===== config.mk =====
export PLATFORM = sky130hd
export DESIGN_NAME = peripheral_irq_enable_bank
export DESIGN_NICKNAME = d
export VERILOG_FILES = /design/src/irq_enable_pkg.sv /design/src/irq_gate.sv /design/src/peripheral_irq_enable_bank.sv
export SDC_FILE = /design/constraint.sdc
export NUM_CORES = 1
export LEC_CHECK = 0
export BUFFER_PORTS_ARGS = -buffer_cell sky130_fd_sc_hd__buf_2
export CORE_ASPECT_RATIO = 0.6
export CORE_MARGIN = 4
export CORE_UTILIZATION = 49
export CTS_CLUSTER_DIAMETER = 30
export DETAILED_ROUTE_END_ITERATION = 8
export HOLD_SLACK_MARGIN = 0.06
export PLACE_DENSITY = 0.85
export SYNTH_ARGS = -nofsm -noshare
export SYNTH_HDL_FRONTEND = slang
export SYNTH_SLANG_ARGS = --single-unit

===== constraint.sdc =====
create_clock -name pclk -period 2 [get_ports pclk]
set_input_delay 0.3 -clock pclk [delete_from_list [all_inputs] [get_ports pclk]]
set_output_delay 0.3 -clock pclk [all_outputs]
set_load 0.1 [all_outputs]

===== src/irq_enable_pkg.sv =====
// Constants of the peripheral interrupt enable bank: offsets, bit
// positions, reset values and the register map seen over APB.
// Assumes a 32-bit APB with byte addresses and word-aligned registers.
package irq_enable_pkg;

	// ----------------------------------------------------------------
	// Register offsets (byte addresses)
	// ----------------------------------------------------------------
	localparam logic [7:0] enable_one_offset = 8'h00;
	localparam logic [7:0] enable_two_offset = 8'h04;
	localparam logic [7:0] core_control_offset = 8'h08;
	localparam logic [7:0] status_offset = 8'h0C;
	localparam logic [7:0] mask_offset = 8'h10;
	localparam logic [7:0] request_offset = 8'h14;

	// ----------------------------------------------------------------
	// Bit positions, bank one
	// ----------------------------------------------------------------
	localparam int comparator_two_bit = 6;
	localparam int comparator_one_bit = 5;
	localparam int memory_write_done_bit = 4;
	localparam int osc_counter_rollover_bit = 0;

	// ----------------------------------------------------------------
	// Bit positions, bank two
	// ----------------------------------------------------------------
	localparam int oscillator_fail_bit = 7;
	localparam int clock_switch_done_bit = 6;
	localparam int logic_cell_two_bit = 1;
	localparam int logic_cell_one_bit = 0;

	// Core control: global peripheral enable position.
	localparam int global_peripheral_bit = 6;

	// ----------------------------------------------------------------
	// Implemented-bit masks and reset values
	// ----------------------------------------------------------------
	localparam logic [7:0] enable_one_impl = 8'h71;
	localparam logic [7:0] enable_two_impl = 8'hC3;
	localparam logic [7:0] core_control_impl = 8'h40;
	localparam logic [7:0] enable_reset = 8'h00;
	localparam logic [15:0] status_reset = 16'h0000;
	localparam logic [15:0] mask_reset = 16'h0000;
	localparam logic [31:0] unmapped_read = 32'h0000_0000;

endpackage


===== src/irq_gate.sv =====
// Gates one 8-bit bank of raw requests by its enables and the global
// peripheral enable, and catches rising edges of the gated requests.
// Assumes requests are already in the pclk domain.
`timescale 1ns/100ps
module irq_gate (
	input wire logic pclk,
	input wire logic presetn,
	input wire logic [7:0] raw_req,
	input wire logic [7:0] enable,
	input wire logic global_en,
	output logic [7:0] gated,
	output logic [7:0] rise
);
	import irq_enable_pkg::*;

	logic [7:0] prev_reg;
	logic [7:0] prev_next;

	always_comb begin
		gated = raw_req & enable & {8{global_en}};
		rise = gated & ~prev_reg;
		prev_next = gated;
	end

	always_ff @(posedge pclk or negedge presetn) begin
		if (!presetn) begin
			prev_reg <= enable_reset;
		end else begin
			prev_reg <= prev_next;
		end
	end

endmodule


===== src/peripheral_irq_enable_bank.sv =====
// Peripheral interrupt enable bank with APB register access.
// Assumes peripheral requests arrive asynchronously as levels and pass
// a two-flop synchroniser before any gating.
`timescale 1ns/100ps
module peripheral_irq_enable_bank (
	input wire logic pclk,
	input wire logic presetn,
	input wire logic psel,
	input wire logic penable,
	input wire logic pwrite,
	input wire logic [7:0] paddr,
	input wire logic [31:0] pwdata,
	input wire logic [3:0] pstrb,
	output logic [31:0] prdata,
	output logic pready,
	output logic pslverr,
	input wire logic [7:0] req_bank_one,
	input wire logic [7:0] req_bank_two,
	output logic [7:0] irq_bank_one,
	output logic [7:0] irq_bank_two,
	output logic peripheral_irq,
	output logic irq
);
	import irq_enable_pkg::*;

	// ----------------------------------------------------------------
	// Synchronisers
	// ----------------------------------------------------------------
	logic [15:0] sync1_reg;
	logic [15:0] sync2_reg;

	always_ff @(posedge pclk or negedge presetn) begin
		if (!presetn) begin
			sync1_reg <= status_reset;
			sync2_reg <= status_reset;
		end else begin
			sync1_reg <= {req_bank_two, req_bank_one};
			sync2_reg <= sync1_reg;
		end
	end

	// ----------------------------------------------------------------
	// Registers
	// ----------------------------------------------------------------
	logic [7:0] peripheral_irq_enable_one_reg;
	logic [7:0] peripheral_irq_enable_one_next;
	logic [7:0] peripheral_irq_enable_two_reg;
	logic [7:0] peripheral_irq_enable_two_next;
	logic [7:0] core_irq_control_reg;
	logic [7:0] core_irq_control_next;
	logic [15:0] status_reg;
	logic [15:0] status_next;
	logic [15:0] mask_reg;
	logic [15:0] mask_next;
	logic [31:0] prdata_reg;
	logic [31:0] prdata_next;
	logic [7:0] gated_one;
	logic [7:0] gated_two;
	logic [7:0] rise_one;
	logic [7:0] rise_two;
	logic global_peripheral_irq_en;
	logic setup;
	logic wr;
	logic rd;
	logic mapped;

	assign global_peripheral_irq_en =
		core_irq_control_reg[global_peripheral_bit];

	// ----------------------------------------------------------------
	// Request gating
	// ----------------------------------------------------------------
	// Each implemented enable bit, including bit 0 of bank one, bit 7
	// and bit 0 of bank two, gates its own request; the global enable
	// gates every one of them.
	irq_gate gate_one (
		.pclk(pclk),
		.presetn(presetn),
		.raw_req(sync2_reg[7:0]),
		.enable(peripheral_irq_enable_one_reg),
		.global_en(global_peripheral_irq_en),
		.gated(gated_one),
		.rise(rise_one)
	);

	irq_gate gate_two (
		.pclk(pclk),
		.presetn(presetn),
		.raw_req(sync2_reg[15:8]),
		.enable(peripheral_irq_enable_two_reg),
		.global_en(global_peripheral_irq_en),
		.gated(gated_two),
		.rise(rise_two)
	);

	// ----------------------------------------------------------------
	// APB decode
	// ----------------------------------------------------------------
	// Zero wait states: the access phase always completes at once.
	assign pready = 1'b1;
	assign setup = psel & ~penable;
	assign wr = psel & penable & pwrite;
	assign rd = psel & penable & ~pwrite;

	always_comb begin
		unique case (paddr)
			enable_one_offset: mapped = 1'b1;
			enable_two_offset: mapped = 1'b1;
			core_control_offset: mapped = 1'b1;
			status_offset: mapped = 1'b1;
			mask_offset: mapped = 1'b1;
			request_offset: mapped = 1'b1;
			default: mapped = 1'b0;
		endcase
	end

	assign pslverr = psel & penable & ~mapped;

	// ----------------------------------------------------------------
	// Register next values
	// ----------------------------------------------------------------
	// Only byte lane 0 carries the 8-bit registers; the mask register uses
	// lanes 0 and 1, and writes to the status register are ignored.
	always_comb begin
		peripheral_irq_enable_one_next = peripheral_irq_enable_one_reg;
		peripheral_irq_enable_two_next = peripheral_irq_enable_two_reg;
		core_irq_control_next = core_irq_control_reg;
		mask_next = mask_reg;
		status_next = status_reg;
		if (wr && pstrb[0]) begin
			unique case (paddr)
				enable_one_offset: begin
					peripheral_irq_enable_one_next =
						pwdata[7:0] & enable_one_impl;
				end
				enable_two_offset: begin
					peripheral_irq_enable_two_next =
						pwdata[7:0] & enable_two_impl;
				end
				core_control_offset: begin
					core_irq_control_next = pwdata[7:0] & core_control_impl;
				end
				mask_offset: begin
					mask_next[7:0] = pwdata[7:0];
				end
				default: begin
				end
			endcase
		end
		if (wr && pstrb[1] && paddr == mask_offset) begin
			mask_next[15:8] = pwdata[15:8];
		end
		// Read clears the status, but a new edge in the same cycle wins.
		if (rd && paddr == status_offset) begin
			status_next = status_reset;
		end
		status_next = status_next | {rise_two, rise_one};
	end

	// ----------------------------------------------------------------
	// Read data
	// ----------------------------------------------------------------
	// Read data is latched in the setup cycle so that it comes from a
	// flip-flop; the status read therefore shows the value before clear.
	always_comb begin
		prdata_next = prdata_reg;
		if (setup && !pwrite) begin
			unique case (paddr)
				enable_one_offset: begin
					prdata_next = {24'h000000, peripheral_irq_enable_one_reg};
				end
				enable_two_offset: begin
					prdata_next = {24'h000000, peripheral_irq_enable_two_reg};
				end
				core_control_offset: begin
					prdata_next = {24'h000000, core_irq_control_reg};
				end
				status_offset: begin
					prdata_next = {16'h0000, status_reg | {rise_two, rise_one}};
				end
				mask_offset: begin
					prdata_next = {16'h0000, mask_reg};
				end
				request_offset: begin
					prdata_next = {16'h0000, gated_two, gated_one};
				end
				default: begin
					prdata_next = unmapped_read;
				end
			endcase
		end
	end

	// ----------------------------------------------------------------
	// State registers
	// ----------------------------------------------------------------
	always_ff @(posedge pclk or negedge presetn) begin
		if (!presetn) begin
			peripheral_irq_enable_one_reg <= enable_reset;
			peripheral_irq_enable_two_reg <= enable_reset;
			core_irq_control_reg <= enable_reset;
			status_reg <= status_reset;
			mask_reg <= mask_reset;
			prdata_reg <= unmapped_read;
		end else begin
			peripheral_irq_enable_one_reg <= peripheral_irq_enable_one_next;
			peripheral_irq_enable_two_reg <= peripheral_irq_enable_two_next;
			core_irq_control_reg <= core_irq_control_next;
			status_reg <= status_next;
			mask_reg <= mask_next;
			prdata_reg <= prdata_next;
		end
	end

	// ----------------------------------------------------------------
	// Outputs
	// ----------------------------------------------------------------
	assign prdata = prdata_reg;
	assign irq_bank_one = gated_one;
	assign irq_bank_two = gated_two;
	assign peripheral_irq = |{gated_two, gated_one};
	assign irq = |(status_reg & mask_reg);

endmodule


==> flow_summary.ini <==
[global_routing]
grt_pass1_vias = 2053
gr-total-overflow = 0
grt_pass1_wl_um = 10570
grt_max_degree = 50
grtUsageTotal = 0.1761
grt_antenna_before_repair = 0

[floorplanning]
core_sq_mm = 0.006111
dieArea_sq_mm = 0.007683
die_y_um = 69.52
io_pins = 117
start_util = 0.5057
die_w_um = 110.5
rows = 22

[timing]
maxSlewViolCount = 0
timing.final.crit_share = 0.9973
finalHoldViolCount = 0
fin_ws_ns = 0.005396
final.min_clock_period_ns = 1.995
fmax_mhz = 501.4
hold_slack_ns = 0.1852
setup_violations = 0
grt_setup_unrepaired = true
finClkSkew_ns = 0.005668
worst_slew_pin_slew_ns = 0.5659
max_slew_margin = 0.6227

[logic_synthesis]
synth.area.mux_share = 0.1178
synthDistinctLibCells = 36
synth_compound_area_frac = 0.1057
ys_ff_latch = 73
yosys.area_share.simple = 0.1109
synth_area_sq_mm = 0.003090
synth_fa_ha_area_frac = 0
yosys_warnings = 0
synthCells = 247
synth.avg_cell_area_sq_um = 12.51
yosys-top-cells-area = dfrtp_1, mux2_2, buf_4
yosys.area.top_type = dfrtp_1
synth_xor_xnor_area_share = 0
synth_top_family_by_area = multiplexers
netlist.area_leader.share = 0.5911
synth-seq-area-share = 0.5911

[worst_setup_path]
r2r_start = core_irq_control_reg[6]$_DFFE_PN0P_
start_kind = flop
reg2reg_depth = 6
cp-end-kind = primary output
ff2ff_setup_slack_ns = 0.26
critical_path_arrival_ns = 1.69
path_class = reg -> out
required_ns = 1.70
r2r-end = prdata[6]$_DFFE_PN0P_
crit_fanout = 6

[layout]
area_growth_pct = 23.60
drive_above_1_share = 0.3941
stdcell_count = 424
diodes = 0
nets = 400

[clocking]
clk_path_buf_depth = 2
cts-root-buf = clkbuf_8
cts_buffers = 9
clk_pin_slew_ns = 0.08
cts_sinks = 73
clk_latency_ns = 0.34
cts_tree = built
htree_levels = 3

[hold_path]
worstHoldEndpoint = mask_reg[12]$_DFFE_PN0P_
min_from = pwdata[12]
min_path_cells = 2
worst_hold_path_type = in -> reg

[place]
dpl.hpwl_um = 4914
io_buffers = 65
dpl.cell_count = 398
preCtsSetupSlack_ns = 0.05354
place.gp.congestion = 0.8817

[detailed_routing]
drc = 0
via_per_inst = 5.132
wl_per_cell_um = 15.41
drt-initial-drc-count = 135
ant_nets = 0
drt_pass1_iterations = 4
wl_um = 6534
vias = 2176

[status]
outcome = completed

[pwr]
power_density_mw_per_mm2 = 766.9
power_leakage_uw = 0.002011
ir_drop_mv = 0.4590

[flow_run]
cap_violations = 0
## worst max-delay path by stage
stage	from	to	slack [ns]	cells after the start
finish	core_irq_control_reg[6]$_DFFE_PN0P_	peripheral_irq	0.005	5
detailed placement	paddr[4]	status_reg[8]$_DFF_PN0_	0.05	5
global route	core_irq_control_reg[6]$_DFFE_PN0P_	peripheral_irq	-0.07	5
global placement	paddr[4]	status_reg[5]$_DFF_PN0_	0.07	5
floorplan	core_irq_control_reg[6]$_DFFE_PN0P_	peripheral_irq	-0.006	4
CTS	core_irq_control_reg[6]$_DFFE_PN0P_	peripheral_irq	0.002	4
## critical path, stage by stage, from the launching register on
cell and delay [ns]:
dfrtp_2 0.44, clkbuf_2 0.16, and3_2 0.23, nor4_4 0.24
nand2_2 0.09, buf_6 0.19
## cell usage after synthesis (all sizes together)
cell,n
or4b,2
conb,2
a21oi,2
o31ai,2
nor2b,11
or3b,1
or3,2
a31oi,2
nand3b,1
a22oi,7
a211oi,2
nor3b,1
nand2,14
nor3,4
inv,1
mux2i,6
nor4,4
a21o,7
a211o,1
mux2,25
nand4,3
a22o,8
buf,28
and3,7
clkbuf,4
dfrtp,73
mux4,1
or4,1
o211ai,6
nand3,5
nor2,5
o21ai,9
## report_power, final
part / switching, uW / internal, uW / total, uW
logic: 319 / 69.0 / 388
clock network: 546 / 485 / 1030
registers: 11.0 / 1500 / 1510
## logic make-up after synthesis
family,after synthesis
simple gates,61
buf+inv,33
flops,73
other cells,2
compound gates,46
mux,32
## repair_timing
action	in CTS	in global routing
cloned	0	0
setup endpoints to repair	1	1
hold buffers	9	0
setup buffers	0	1
endpoints found under the hold margin	32	0
pin swaps	0	1
resized for setup	7	3
## per-layer routing
layer | up-vias | wire (um) | global-route usage | part of all wire
met5 | - | 0 | 0 | 0
met4 | 0 | 54 | 0.07377 | 0.0083
met3 | 4 | 543 | 0.06364 | 0.083
met2 | 82 | 3063 | 0.2426 | 0.47
met1 | 1064 | 2872 | 0.2513 | 0.44
li1 | 1026 | - | - | -
## per-stage QoR
step | cell area, sq um | TNS [ns] | util | power, uW
after floorplan | 3192 | -0.005502 | - | 1852
after global placement | 3498 | 0 | 0.5725 | 1909
after detailed placement | 3498 | 0 | 0.5725 | 1915
after CTS | 3801 | 0 | 0.6220 | 2976
after global routing | 3820 | -0.08321 | 0.6251 | 3057
final | 3820 | 0 | 0.6251 | 2929
## cell type report
class / instances / area [sq um]
Clock buffer: 10 / 137.6
Timing Repair Buffer: 86 / 526.8
Fill cell: 477 / 2291
Clock inverter: 6 / 42.54
Multi-Input combinational cell: 164 / 1176
Tap cell: 84 / 105.1
Sequential cell: 73 / 1828
Inverter: 1 / 3.754
## layout by cell type (no fill, tap or decap), types with 3 or more instances in the layout
master	count
dfrtp_1	72
buf_2	62
mux2_2	25
conb_1	25
nand2_1	13
nor2b_1	11
clkbuf_8	10
buf_4	10
o21ai_0	9
dlygate4sd3_1	9
a22o_1	8
a21o_1	7
a22oi_1	7
and3_2	6
mux2i_1	6
o211ai_1	6
nand3_1	5
nor3_1	4
nor2_1	4
nand4_1	3
(Power assumes the default switching activity.)
